$ cat src/clock_divider_osc_fault_pkg.sv
package clock_divider_osc_fault_pkg;

   // ****************************************************************
   // bus geometry
   // ****************************************************************
   localparam int REG_W = 16;
   localparam int ADDR_W = 5;

   // ****************************************************************
   // register offsets (byte addresses)
   // ****************************************************************
   localparam logic [ADDR_W-1:0] OFS_DIV_CTRL = 5'h0a;
   localparam logic [ADDR_W-1:0] OFS_OSC_CTRL = 5'h0c;
   localparam logic [ADDR_W-1:0] OFS_FAULT = 5'h0e;
   localparam logic [ADDR_W-1:0] OFS_REQ_EN = 5'h10;
   localparam logic [ADDR_W-1:0] OFS_IRQ_STATUS = 5'h12;
   localparam logic [ADDR_W-1:0] OFS_IRQ_MASK = 5'h14;

   // ****************************************************************
   // reset values and writable masks
   // ****************************************************************
   localparam logic [REG_W-1:0] RST_DIV_CTRL = 16'h0000;
   localparam logic [REG_W-1:0] RST_OSC_CTRL = 16'hc1cd;
   localparam logic [REG_W-1:0] RST_FAULT_KEEP = 16'h0c00;
   localparam logic [REG_W-1:0] RST_REQ_EN = 16'h0707;
   localparam logic [REG_W-1:0] RST_IRQ_MASK = 16'h0000;
   localparam logic [REG_W-1:0] WMASK_DIV = 16'h7777;
   localparam logic [REG_W-1:0] WMASK_OSC = 16'hd1ff;
   localparam logic [REG_W-1:0] WMASK_FAULT_KEEP = 16'h3c10;
   localparam logic [REG_W-1:0] FAULT_RO_ONES = 16'h0300;
   localparam logic [REG_W-1:0] WMASK_REQ = 16'h071f;

   // ****************************************************************
   // fault flag positions
   // ****************************************************************
   localparam int NUM_FAULTS = 4;
   localparam int FLT_DCO = 0;
   localparam int FLT_A_LF = 1;
   localparam int FLT_A_HF = 2;
   localparam int FLT_B = 3;
   localparam logic [NUM_FAULTS-1:0] RST_FAULT_FLAGS = 4'h3;

   // ****************************************************************
   // request enable positions
   // ****************************************************************
   localparam int NUM_REQ = 4;
   localparam int REQ_AUX = 0;
   localparam int REQ_MASTER = 1;
   localparam int REQ_SUBSYS = 2;
   localparam int REQ_MODULE_OSCILLATOR = 3;

   // ****************************************************************
   // divider and tap constants
   // ****************************************************************
   localparam int DIV_CODE_W = 3;
   localparam int DIV_MAX_SHIFT = 5;
   localparam int TAP_W = 5;
   localparam logic [TAP_W-1:0] TAP_MIN = 5'h00;
   localparam logic [TAP_W-1:0] TAP_MAX = 5'h1f;

   // ****************************************************************
   // register layouts and bus carrier
   // ****************************************************************
   typedef struct packed {
      logic rsv15;
      logic [2:0] pin_aux_divider;
      logic rsv11;
      logic [2:0] aux_divider;
      logic rsv7;
      logic [2:0] subsys_divider;
      logic rsv3;
      logic [2:0] master_divider;
   } div_ctrl_t;

   typedef struct packed {
      logic [1:0] osc_b_drive;
      logic rsv13;
      logic osc_b_bypass;
      logic [2:0] rsv11_9;
      logic osc_b_disable;
      logic [1:0] osc_a_drive;
      logic osc_a_freq_mode;
      logic osc_a_bypass;
      logic [1:0] osc_a_load_cap;
      logic subsys_clock_gate;
      logic osc_a_disable;
   } osc_ctrl_t;

   typedef struct packed {
      logic wr;
      logic rd;
      logic [ADDR_W-1:0] addr;
      logic [REG_W-1:0] wdata;
   } reg_req_t;

endpackage : clock_divider_osc_fault_pkg

$ cat src/pow2_tick_divider.sv
`timescale 1ns/10ps
module pow2_tick_divider #(
   parameter int MAX_SHIFT = 5
) (
   // clock and reset
   input wire logic clk,
   input wire logic reset,
   // divide code and ticks
   input wire logic [2:0] code,
   input wire logic in_tick,
   output logic out_tick
);

   // refuse a top step of zero or one above what the 3-bit shift can hold
   if (MAX_SHIFT < 1 || MAX_SHIFT > 7) begin : g_bad_shift
      $error("pow2_tick_divider: MAX_SHIFT out of range");
   end

   logic [2:0] code_q;
   logic [7:0] cnt_q;
   logic [7:0] cnt_d;
   logic [2:0] shift;
   logic [7:0] term;
   logic at_term;
   logic tick_q;

   // codes above the top step hold at the top ratio
   assign shift = (code_q > 3'(MAX_SHIFT)) ? 3'(MAX_SHIFT) : code_q;
   assign term = 8'((9'd1 << shift) - 9'd1);
   assign at_term = (cnt_q == term);
   assign cnt_d = at_term ? 8'h00 : 8'(cnt_q + 8'h01);

   always_ff @(posedge clk) begin
      if (reset) begin
         cnt_q <= 8'h00;
         code_q <= 3'h0;
         tick_q <= 1'b0;
      end else begin
         tick_q <= in_tick & at_term;
         if (in_tick) begin
            cnt_q <= cnt_d;
         end
         if (in_tick && at_term) begin
            code_q <= code;
         end
      end
   end

   assign out_tick = tick_q;

endmodule : pow2_tick_divider

$ cat src/sticky_flag.sv
`timescale 1ns/10ps
module sticky_flag #(
   parameter logic RESET_VAL = 1'b0
) (
   // clock and reset
   input wire logic clk,
   input wire logic reset,
   // set and clear
   input wire logic set,
   input wire logic clear,
   output logic flag
);

   logic flag_q;
   logic flag_d;

   // set wins over a clear in the same cycle
   assign flag_d = set | (flag_q & ~clear);

   always_ff @(posedge clk) begin
      if (reset) begin
         flag_q <= RESET_VAL;
      end else begin
         flag_q <= flag_d;
      end
   end

   assign flag = flag_q;

endmodule : sticky_flag

$ cat src/clock_divider_osc_fault_ctrl.sv
// Design decisions made here: the register addresses and the strobed register port.
`timescale 1ns/10ps
module clock_divider_osc_fault_ctrl
   import clock_divider_osc_fault_pkg::*;
(
   // clock and reset
   input wire logic clk,
   input wire logic reset,
   // register port
   input wire reg_req_t reg_req,
   output logic [REG_W-1:0] rdata,
   // source clock ticks
   input wire logic aux_src_tick,
   input wire logic subsys_src_tick,
   input wire logic master_src_tick,
   // divided clock ticks
   output logic aux_clk_tick,
   output logic subsys_clk_tick,
   output logic master_clk_tick,
   output logic aux_pin_tick,
   // oscillator pin selection and usage
   input wire logic osc_a_pin_sel,
   input wire logic osc_b_pin_sel,
   input wire logic osc_a_in_use,
   input wire logic osc_b_in_use,
   // oscillator controls
   output logic osc_a_run,
   output logic osc_b_run,
   output logic osc_a_high_freq,
   output logic [1:0] osc_a_cap_sel,
   output logic [1:0] osc_a_drive,
   output logic [1:0] osc_b_drive,
   output logic osc_a_bypass,
   output logic osc_b_bypass,
   // fault conditions
   input wire logic osc_a_fault,
   input wire logic osc_b_fault,
   input wire logic [TAP_W-1:0] dco_tap,
   // conditional module requests
   input wire logic [NUM_REQ-1:0] module_req,
   output logic [NUM_REQ-1:0] clk_req_grant,
   // interrupts
   output logic combined_osc_fault_irq,
   output logic irq
);

   // ****************************************************************
   // register storage
   // ****************************************************************
   logic [REG_W-1:0] div_ctrl_q;
   logic [REG_W-1:0] osc_ctrl_q;
   logic [REG_W-1:0] fault_keep_q;
   logic [REG_W-1:0] req_en_q;
   logic [REG_W-1:0] irq_mask_q;
   logic [REG_W-1:0] rdata_q;

   div_ctrl_t div_f;
   osc_ctrl_t osc_f;

   assign div_f = div_ctrl_q;
   assign osc_f = osc_ctrl_q;

   // ****************************************************************
   // address decode
   // ****************************************************************
   logic hit_div;
   logic hit_osc;
   logic hit_fault;
   logic hit_req;
   logic hit_status;
   logic hit_mask;
   logic wr_div;
   logic wr_osc;
   logic wr_fault;
   logic wr_req;
   logic wr_status;
   logic wr_mask;

   assign hit_div = (reg_req.addr == OFS_DIV_CTRL);
   assign hit_osc = (reg_req.addr == OFS_OSC_CTRL);
   assign hit_fault = (reg_req.addr == OFS_FAULT);
   assign hit_req = (reg_req.addr == OFS_REQ_EN);
   assign hit_status = (reg_req.addr == OFS_IRQ_STATUS);
   assign hit_mask = (reg_req.addr == OFS_IRQ_MASK);
   assign wr_div = reg_req.wr & hit_div;
   assign wr_osc = reg_req.wr & hit_osc;
   assign wr_fault = reg_req.wr & hit_fault;
   assign wr_req = reg_req.wr & hit_req;
   assign wr_status = reg_req.wr & hit_status;
   assign wr_mask = reg_req.wr & hit_mask;

   // ****************************************************************
   // control register writes
   // ****************************************************************
   logic [REG_W-1:0] div_ctrl_d;
   logic [REG_W-1:0] osc_ctrl_d;
   logic [REG_W-1:0] fault_keep_d;
   logic [REG_W-1:0] req_en_d;
   logic [REG_W-1:0] irq_mask_d;

   assign div_ctrl_d = wr_div ? (reg_req.wdata & WMASK_DIV) : div_ctrl_q;
   assign osc_ctrl_d = wr_osc ? (reg_req.wdata & WMASK_OSC) : osc_ctrl_q;
   assign fault_keep_d = wr_fault ? (reg_req.wdata & WMASK_FAULT_KEEP)
                                  : fault_keep_q;
   assign req_en_d = wr_req ? (reg_req.wdata & WMASK_REQ) : req_en_q;
   assign irq_mask_d = wr_mask ? reg_req.wdata : irq_mask_q;

   always_ff @(posedge clk) begin
      if (reset) begin
         div_ctrl_q <= RST_DIV_CTRL;
         osc_ctrl_q <= RST_OSC_CTRL;
         fault_keep_q <= RST_FAULT_KEEP;
         req_en_q <= RST_REQ_EN;
         irq_mask_q <= RST_IRQ_MASK;
      end else begin
         div_ctrl_q <= div_ctrl_d;
         osc_ctrl_q <= osc_ctrl_d;
         fault_keep_q <= fault_keep_d;
         req_en_q <= req_en_d;
         irq_mask_q <= irq_mask_d;
      end
   end

   // ****************************************************************
   // clock dividers
   // ****************************************************************
   logic aux_div_tick;
   logic subsys_div_tick;
   logic subsys_src_gated;

   assign subsys_src_gated = subsys_src_tick & ~osc_f.subsys_clock_gate;

   pow2_tick_divider #(
      .MAX_SHIFT(DIV_MAX_SHIFT)
   ) u_aux_div (
      .clk(clk),
      .reset(reset),
      .code(div_f.aux_divider),
      .in_tick(aux_src_tick),
      .out_tick(aux_div_tick)
   );

   pow2_tick_divider #(
      .MAX_SHIFT(DIV_MAX_SHIFT)
   ) u_subsys_div (
      .clk(clk),
      .reset(reset),
      .code(div_f.subsys_divider),
      .in_tick(subsys_src_gated),
      .out_tick(subsys_div_tick)
   );

   pow2_tick_divider #(
      .MAX_SHIFT(DIV_MAX_SHIFT)
   ) u_master_div (
      .clk(clk),
      .reset(reset),
      .code(div_f.master_divider),
      .in_tick(master_src_tick),
      .out_tick(master_clk_tick)
   );

   pow2_tick_divider #(
      .MAX_SHIFT(DIV_MAX_SHIFT)
   ) u_pin_div (
      .clk(clk),
      .reset(reset),
      .code(div_f.pin_aux_divider),
      .in_tick(aux_div_tick),
      .out_tick(aux_pin_tick)
   );

   assign aux_clk_tick = aux_div_tick;
   assign subsys_clk_tick = subsys_div_tick & ~osc_f.subsys_clock_gate;

   // ****************************************************************
   // oscillator policy
   // ****************************************************************
   // first and second oscillator run
   assign osc_a_run = osc_a_pin_sel & ~osc_f.osc_a_bypass &
                      (~osc_f.osc_a_disable | osc_a_in_use);
   assign osc_b_run = osc_b_pin_sel & ~osc_f.osc_b_bypass &
                      (~osc_f.osc_b_disable | osc_b_in_use);
   assign osc_a_high_freq = osc_f.osc_a_freq_mode;
   assign osc_a_cap_sel = osc_f.osc_a_freq_mode ? 2'h0 : osc_f.osc_a_load_cap;
   assign osc_a_drive = osc_f.osc_a_drive;
   assign osc_b_drive = osc_f.osc_b_drive;
   assign osc_a_bypass = osc_f.osc_a_bypass;
   assign osc_b_bypass = osc_f.osc_b_bypass;

   // ****************************************************************
   // fault flags
   // ****************************************************************
   logic [NUM_FAULTS-1:0] fault_set;
   logic [NUM_FAULTS-1:0] fault_clr;
   logic [NUM_FAULTS-1:0] fault_flags;
   logic tap_at_edge;

   assign tap_at_edge = (dco_tap == TAP_MIN) | (dco_tap == TAP_MAX);
   assign fault_set[FLT_DCO] = tap_at_edge;
   assign fault_set[FLT_A_LF] = osc_a_fault & ~osc_f.osc_a_freq_mode;
   assign fault_set[FLT_A_HF] = osc_a_fault & osc_f.osc_a_freq_mode;
   assign fault_set[FLT_B] = osc_b_fault;
   // writing a zero clears a flag
   assign fault_clr = {NUM_FAULTS{wr_fault}} & ~reg_req.wdata[NUM_FAULTS-1:0];

   genvar gi;
   generate
      for (gi = 0; gi < NUM_FAULTS; gi++) begin : g_fault
         sticky_flag #(
            .RESET_VAL(RST_FAULT_FLAGS[gi])
         ) u_flag (
            .clk(clk),
            .reset(reset),
            .set(fault_set[gi]),
            .clear(fault_clr[gi]),
            .flag(fault_flags[gi])
         );
      end
   endgenerate

   assign combined_osc_fault_irq = |fault_flags;

   // ****************************************************************
   // interrupt status and mask
   // ****************************************************************
   logic [NUM_FAULTS-1:0] irq_status;
   logic [NUM_FAULTS-1:0] status_clr;

   assign status_clr = {NUM_FAULTS{wr_status}} &
                       reg_req.wdata[NUM_FAULTS-1:0];

   generate
      for (gi = 0; gi < NUM_FAULTS; gi++) begin : g_status
         sticky_flag #(
            .RESET_VAL(1'b0)
         ) u_status (
            .clk(clk),
            .reset(reset),
            .set(fault_flags[gi]),
            .clear(status_clr[gi]),
            .flag(irq_status[gi])
         );
      end
   endgenerate

   assign irq = |(irq_status & irq_mask_q[NUM_FAULTS-1:0]);

   // ****************************************************************
   // conditional clock requests
   // ****************************************************************
   // enables mask requests
   assign clk_req_grant = module_req & req_en_q[NUM_REQ-1:0];

   // ****************************************************************
   // read back
   // ****************************************************************
   logic [REG_W-1:0] fault_rd;
   logic [REG_W-1:0] status_rd;
   logic [REG_W-1:0] rd_mux;

   assign fault_rd = fault_keep_q | FAULT_RO_ONES |
                     {{(REG_W-NUM_FAULTS){1'b0}}, fault_flags};
   assign status_rd = {{(REG_W-NUM_FAULTS){1'b0}}, irq_status};
   assign rd_mux = hit_div ? div_ctrl_q :
                   hit_osc ? osc_ctrl_q :
                   hit_fault ? fault_rd :
                   hit_req ? req_en_q :
                   hit_status ? status_rd :
                   hit_mask ? irq_mask_q :
                   16'h0000;

   always_ff @(posedge clk) begin
      if (reset) begin
         rdata_q <= 16'h0000;
      end else begin
         rdata_q <= reg_req.rd ? rd_mux : 16'h0000;
      end
   end

   assign rdata = rdata_q;

endmodule : clock_divider_osc_fault_ctrl

$ cat config.mk
export PLATFORM = sky130hd
export DESIGN_NAME = clock_divider_osc_fault_ctrl
export DESIGN_NICKNAME = d
export VERILOG_FILES = /design/src/clock_divider_osc_fault_pkg.sv /design/src/pow2_tick_divider.sv /design/src/sticky_flag.sv /design/src/clock_divider_osc_fault_ctrl.sv
export SDC_FILE = /design/constraint.sdc
export NUM_CORES = 1
export LEC_CHECK = 0
export BUFFER_PORTS_ARGS = -buffer_cell sky130_fd_sc_hd__buf_4
export CAP_MARGIN = 20
export CORE_UTILIZATION = 45
export CTS_CLUSTER_DIAMETER = 150
export CTS_CLUSTER_SIZE = 24
export DETAILED_ROUTE_END_ITERATION = 10
export PLACE_DENSITY = 0.66
export SLEW_MARGIN = 5
export SYNTH_ARGS = -nofsm -noshare
export SYNTH_HDL_FRONTEND = slang
export SYNTH_SLANG_ARGS = --single-unit
$ cat constraint.sdc
create_clock -name clk -period 2.2 [get_ports clk]
set_input_delay 0.11 -clock clk [delete_from_list [all_inputs] [get_ports clk]]
set_output_delay 0.11 -clock clk [all_outputs]
set_load 0.05 [all_outputs]
# Yosys cells after proc, flatten, opt, wreduce, memory -nomap -nowiden
# Index checks and enable logic that the tools add are counted.
[classes] eq_ne=11 n_bitwise=58 add_sub_neg=8 shift=4 reduce_logical=10 n_mux=15 n_lt_le_gt_ge=4
[op_table] cell="16-bit two-way mux" n=5
[op_table] cell="8-bit by 1-bit adder with 8-bit output, second input constant" n=4
[op_table] cell="8-bit == test" n=4
[op_table] cell="8-bit two-way mux" n=4
[op_table] cell="1-bit by 3-bit << shifter with 8-bit output, first input constant" n=4
[op_table] cell="8-bit by 1-bit subtractor with 8-bit output, second input constant" n=4
[op_table] cell="1-bit bitwise AND" n=26
[op_table] cell="5-bit == test, second input constant" n=4
[op_table] cell="4-bit bitwise AND" n=4
[op_table] cell="5-bit by 4-bit == test with 1-bit output, second input constant" n=3
[op_table] cell="15-bit two-way mux" n=1
[op_table] cell="1-bit NOT" n=15
[op_table] cell="14-bit by 4-bit bitwise OR with 14-bit output" n=1
[op_table] cell="3-bit greater-than comparator, second input constant" n=4
[op_table] cell="3-bit two-way mux" n=4
[op_table] cell="4-bit OR reduction" n=3
[op_table] cell="1-bit bitwise OR" n=11
[op_table] cell="5-bit logical NOT" n=1
[op_table] cell="1-bit logical AND" n=4
[op_table] cell="4-bit NOT" n=1
[op_table] cell="3-bit OR reduction" n=1
[op_table] cell="2-bit two-way mux" n=1
[op_table] cell="2-bit OR reduction" n=1
[word_totals] out_inout_bits=37 regBits=125 input_bits=43 elab_cells=138

# Depth between registers and ports, before layout
[logic_depth] depth_word=7 mapped_depth=9 mapped_depth_nobuf=8

# Hierarchy
# Synthesis repeated with hierarchy kept, for this count alone.
[unflattened] cells_unflattened=693 area_unflattened_um2=6054.6
[by_module_without_submodules] module="clock_divider_osc_fault_ctrl" area_per_inst_um2=3111.7 seq_area_each_um2=1381.3 cells_per_inst=372 n_inst=1
[by_module_without_submodules] module="pow2_tick_divider (u_aux_div ...)" area_per_inst_um2=650.6 seq_area_each_um2=240.2 cells_per_inst=71 n_inst=3
[by_module_without_submodules] module="pow2_tick_divider (u_subsys_div)" area_per_inst_um2=693.2 seq_area_each_um2=240.2 cells_per_inst=76 n_inst=1
[by_module_without_submodules] module="sticky_flag (g_fault[2].u_flag ...)" area_per_inst_um2=38.8 seq_area_each_um2=20.0 cells_per_inst=4 n_inst=6
[by_module_without_submodules] module="sticky_flag (g_fault[0].u_flag ...)" area_per_inst_um2=32.5 seq_area_each_um2=20.0 cells_per_inst=4 n_inst=2

# Worst setup path after synthesis
# OpenSTA, ideal clock, no wires.
[synth_timing] kind="register to register" from="register u_master_div.code_q[2]" to="register u_master_div.code_q[2]" arrival_ns=2.019 setup_time_ns=0.132 path_buffers=1 required_ns=2.068 setup_slack_ns=0.049 stages_incl_launch_ff=9 cell_sequence="dfxtp_1 > buf_2 > or3_1 > ha_1 > xor2_1 > o2111ai_1 > or4_4 > o21ai_1 > a21oi_1"
[synth_via] elab_chain_len=6
[synth_rtl] item="start, declared" line="pow2_tick_divider.sv:19" source="logic [2:0] code_q;"
[synth_rtl] item="start signal, assigned" line="pow2_tick_divider.sv:44" source="code_q <= code;"
[synth_rtl] item="3-bit greater-than comparator" line="pow2_tick_divider.sv:28" source="assign shift = (code_q > 3'(MAX_SHIFT)) ? 3'(MAX_SHIFT) : code_q;"
[synth_rtl] item="3-bit two-way mux *" line="pow2_tick_divider.sv:28"
[synth_rtl] item="1-bit by 3-bit << shifter with 8-bit output *" line="pow2_tick_divider.sv:29" source="assign term = 8'((9'd1 << shift) - 9'd1);"
[synth_rtl] item="8-bit by 1-bit subtractor with 8-bit output *" line="pow2_tick_divider.sv:29"
[synth_rtl] item="8-bit == test *" line="pow2_tick_divider.sv:30" source="assign at_term = (cnt_q == term);"
[synth_rtl] item="1-bit logical AND *" line="pow2_tick_divider.sv:43" source="if (in_tick && at_term) begin"
# Every way passes the cells marked *; elsewhere a longest branch is shown, timed or not.
# A chain may end at the register's enable or synchronous reset.

# Final worst setup path
[layout_timing] from="register u_master_div.code_q[0]" to="register u_master_div.code_q[2]"
# The elaborated chain is that of the path after synthesis.

==> results.json <==
{
  "place_hpwl_um": 9670,
  "final_common_cell": "dfxtp_1",
  "clock_sinks": 125,
  "violations": "setup timing",
  "synth-edff-count": 0,
  "skew_ns": 0.00497,
  "cts_buffers": 17,
  "start_kind": "flip-flop",
  "rows": 41,
  "fmax_mhz": 453,
  "synth-main-ff-cell": "dfxtp_1",
  "final_core_util_pct": 58.6,
  "ys_async_sr_fraction_pct": 0,
  "fin_crit_sh_pct": 100,
  "first_pass_iters": 7,
  "coreArea_mm2": 0.0126,
  "vias": 5178,
  "post-cts-setup-buffer-count": 0,
  "rr_worst_depth": 7,
  "antenna_found_initial": 0,
  "worst-path-max-fanout": 3,
  "min_delay_path_depth": 4,
  "io_buffers": 79,
  "ios": 80,
  "diodes": 0,
  "cts-root-buf": "clkbuf_16",
  "path_clk_slew_ns": 0.05,
  "synth_xor_area_share_pct": 6.94,
  "layout.nets": 826,
  "die_area_mm2": 0.0134,
  "routed_via_density": 5.42,
  "grt_overflow": 0,
  "worstMarginPinSlew_ns": 0.555,
  "place.gp.congestion": 0.811,
  "fin_cells": 956,
  "layout-drive-gt1-share_pct": 19.3,
  "n_fill_cell": 1128,
  "clock_path_buffers": 2,
  "grt_pass1_wl_um": 23400,
  "synth_top_family_by_area": "simple AND/OR/NAND/NOR gates",
  "synth_cells": 676,
  "cts_max_level": 4,
  "layout_common_cells": "dfxtp_1 (125), buf_4 (102), nand2_1 (99)",
  "finalSetupViolCount": 1,
  "grtUsageTotal_pct": 22.7,
  "arrival_ns": 2.49,
  "rsz0062_at_grt": "yes",
  "avgRoutedWirePerCell_um": 15.4,
  "p_total_uw": 5330,
  "synthMuxAreaShare_pct": 3.12,
  "maxSlewHeadroom_pct": 62.4,
  "initial_core_util_pct": 46.0,
  "setup_ws_ns": -0.00570,
  "drv_cap": 0,
  "netlist_area_mm2": 0.00581,
  "synth_compound_area_share_pct": 13.4,
  "totalWireLength_um": 14800,
  "crit_path_end_kind": "flip-flop",
  "seqCellArea_mm2": 0.00250,
  "p_leak_uw": 0.00287,
  "area_delta_synth_final_pct": 27.4,
  "p_per_area_mw_per_mm2": 720,
  "syn-num-nets": 727,
  "synth_top_area_share_pct": 43.1,
  "die_y_um": 116,
  "worstSetupPathType": "reg2reg",
  "grt_pass1_vias": 4837,
  "place_inst": 904,
  "ys_types": 55,
  "ys.warnings.count": 0,
  "ys_top_cells_by_area": "dfxtp_1 (43%), nand2_1 (6.5%), a21oi_1 (5.2%)",
  "cts_tree": "done",
  "drt-initial-drc-count": 423,
  "insertion_delay_ns": 0.41,
  "die_w_um": 116,
  "synth_seq_cells": 125,
  "route.detailed.drc": 0,
  "design_area_mm2": 0.00740,
  "slew_violations": 0,
  "cp.required_ns": 2.49,
  "ant_nets": 0,
  "period_needed_ns": 2.21,
  "ys_seq_area_share_pct": 43.1,
  "avgSynthCellArea_um2": 8.59,
  "vdd_ir_drop_max_v": 0.000556,
  "placed_area_mm2": 0.00655,
  "yosys.area_share.simple_pct": 27.1,
  "multiInputGateArea_mm2": 0.00314,
  "grt_max_degree": 56,
  "status": "finished with violations",
  "yosys.area_share.adder_pct": 1.72,
  "yosysTopAreaCell": "dfxtp_1",
  "finalHoldViolations": 0,
  "min_path_type": "in2reg"
}
[timing repair]
item                                   4_1_cts  5_1_grt
pin swaps                                    1        7
setup endpoints to repair                    8       27
gates resized for setup                      4       16
endpoints found under the hold margin       46        0
cloned                                       0        2
hold buffers                                22        0
[cell usage after synthesis, types with 2 or more instances]
| cell | number |
|---|---|
| and2_1 | 8 |
| a211o_1 | 10 |
| nand4_1 | 12 |
| nor2b_1 | 11 |
| nor4b_1 | 2 |
| clkbuf_1 | 21 |
| a22o_1 | 4 |
| nor3b_1 | 2 |
| buf_6 | 5 |
| nand3b_1 | 6 |
| buf_4 | 6 |
| o21ai_1 | 3 |
| dfxtp_1 | 125 |
| o211a_1 | 3 |
| a221oi_1 | 5 |
| o21ai_0 | 13 |
| nand2b_1 | 30 |
| or3_4 | 2 |
| mux2i_1 | 17 |
| or4_1 | 2 |
| and3_1 | 24 |
| nor2_1 | 45 |
| o311ai_0 | 2 |
| and4_1 | 2 |
| o211ai_1 | 2 |
| a2bb2oi_1 | 2 |
| inv_1 | 3 |
| or3_1 | 2 |
| xnor2_1 | 14 |
| a21oi_1 | 60 |
| buf_2 | 13 |
| nand3_1 | 30 |
| xor2_1 | 32 |
| a222oi_1 | 6 |
| ha_1 | 8 |
| nand2_1 | 100 |
| a22oi_1 | 6 |
| nor3_1 | 21 |
[flip-flops by register name, summed over array words and instances, names as in the netlist, 3 cells and up]
register / count
u_aux_div.cnt_q: 8
u_pin_div.cnt_q: 8
u_subsys_div.code_q: 3
irq_mask_q: 16
u_master_div.code_q: 3
osc_ctrl_q: 12
fault_keep_q: 5
g_fault.u_flag.flag: 4
u_master_div.cnt_q: 8
rdata: 16
g_status.u_status.flag: 4
req_en_q: 8
div_ctrl_q: 12
u_pin_div.code_q: 3
u_aux_div.code_q: 3
u_subsys_div.cnt_q: 8
[per-stage QoR]
stage / hold WS, ns / setup WS [ns] / TNS (ns)
detailed placement: 0.342 / -0.0347 / -0.116
CTS: 0.129 / 0.00289 / 0
finish: 0.148 / -0.00570 / -0.00570
floorplan: 0.231 / 0.0490 / 0
global placement: 0.338 / 0.0806 / 0
global route: 0.155 / -0.0768 / -0.246
[layer usage]
layer / part of all wire (%) / global-route usage [%] / up-vias
met3: 5.3 / 5.54 / 32
met2: 48 / 37.3 / 154
li1: - / - / 2559
met5: 0 / 0 / -
met4: 2.2 / 8.57 / 0
met1: 44 / 28.7 / 2433
[final timing paths]
check	from	end	slack, ns
max	u_master_div.code_q[0]	u_master_div.code_q[2]	-0.006
min	reg_req[21]	rdata[15]	0.15
max reg2reg	u_master_div.code_q[0]	u_master_div.code_q[2]	-0.006
min reg2reg	fault_keep_q[12]	fault_keep_q[12]	0.45
[final cells by class]
cell class	instances	share of cell area [%]
multi-input cells	503	42.4
flip-flops and latches	125	33.8
repair buffers	125	13.6
clock buffers	26	6.61
well taps	172	2.91
clock inverters	2	0.473
inverters	3	0.152
[worst max-delay path, stage by stage, from the launching register on]
cell and delay [ns]:
dfxtp_1 0.31, or3_4 0.41, ha_4 0.28, xor2_2 0.15, o2111ai_2 0.15, or4_4 0.56
o21ai_2 0.14, a21oi_1 0.08
[kinds of logic after synthesis]
family	Yosys count
fa+ha+maj	8
mux	18
xor+xnor	46
simple gates	307
compound gates	122
flops	125
buf+inv	50
[power by group]
group / total, µW / switching, µW / internal [µW]
Combinational: 454 / 249 / 205
Clock: 2540 / 923 / 1610
Sequential: 2340 / 36.1 / 2300
Note: power is estimated with default switching activity, not from simulation.
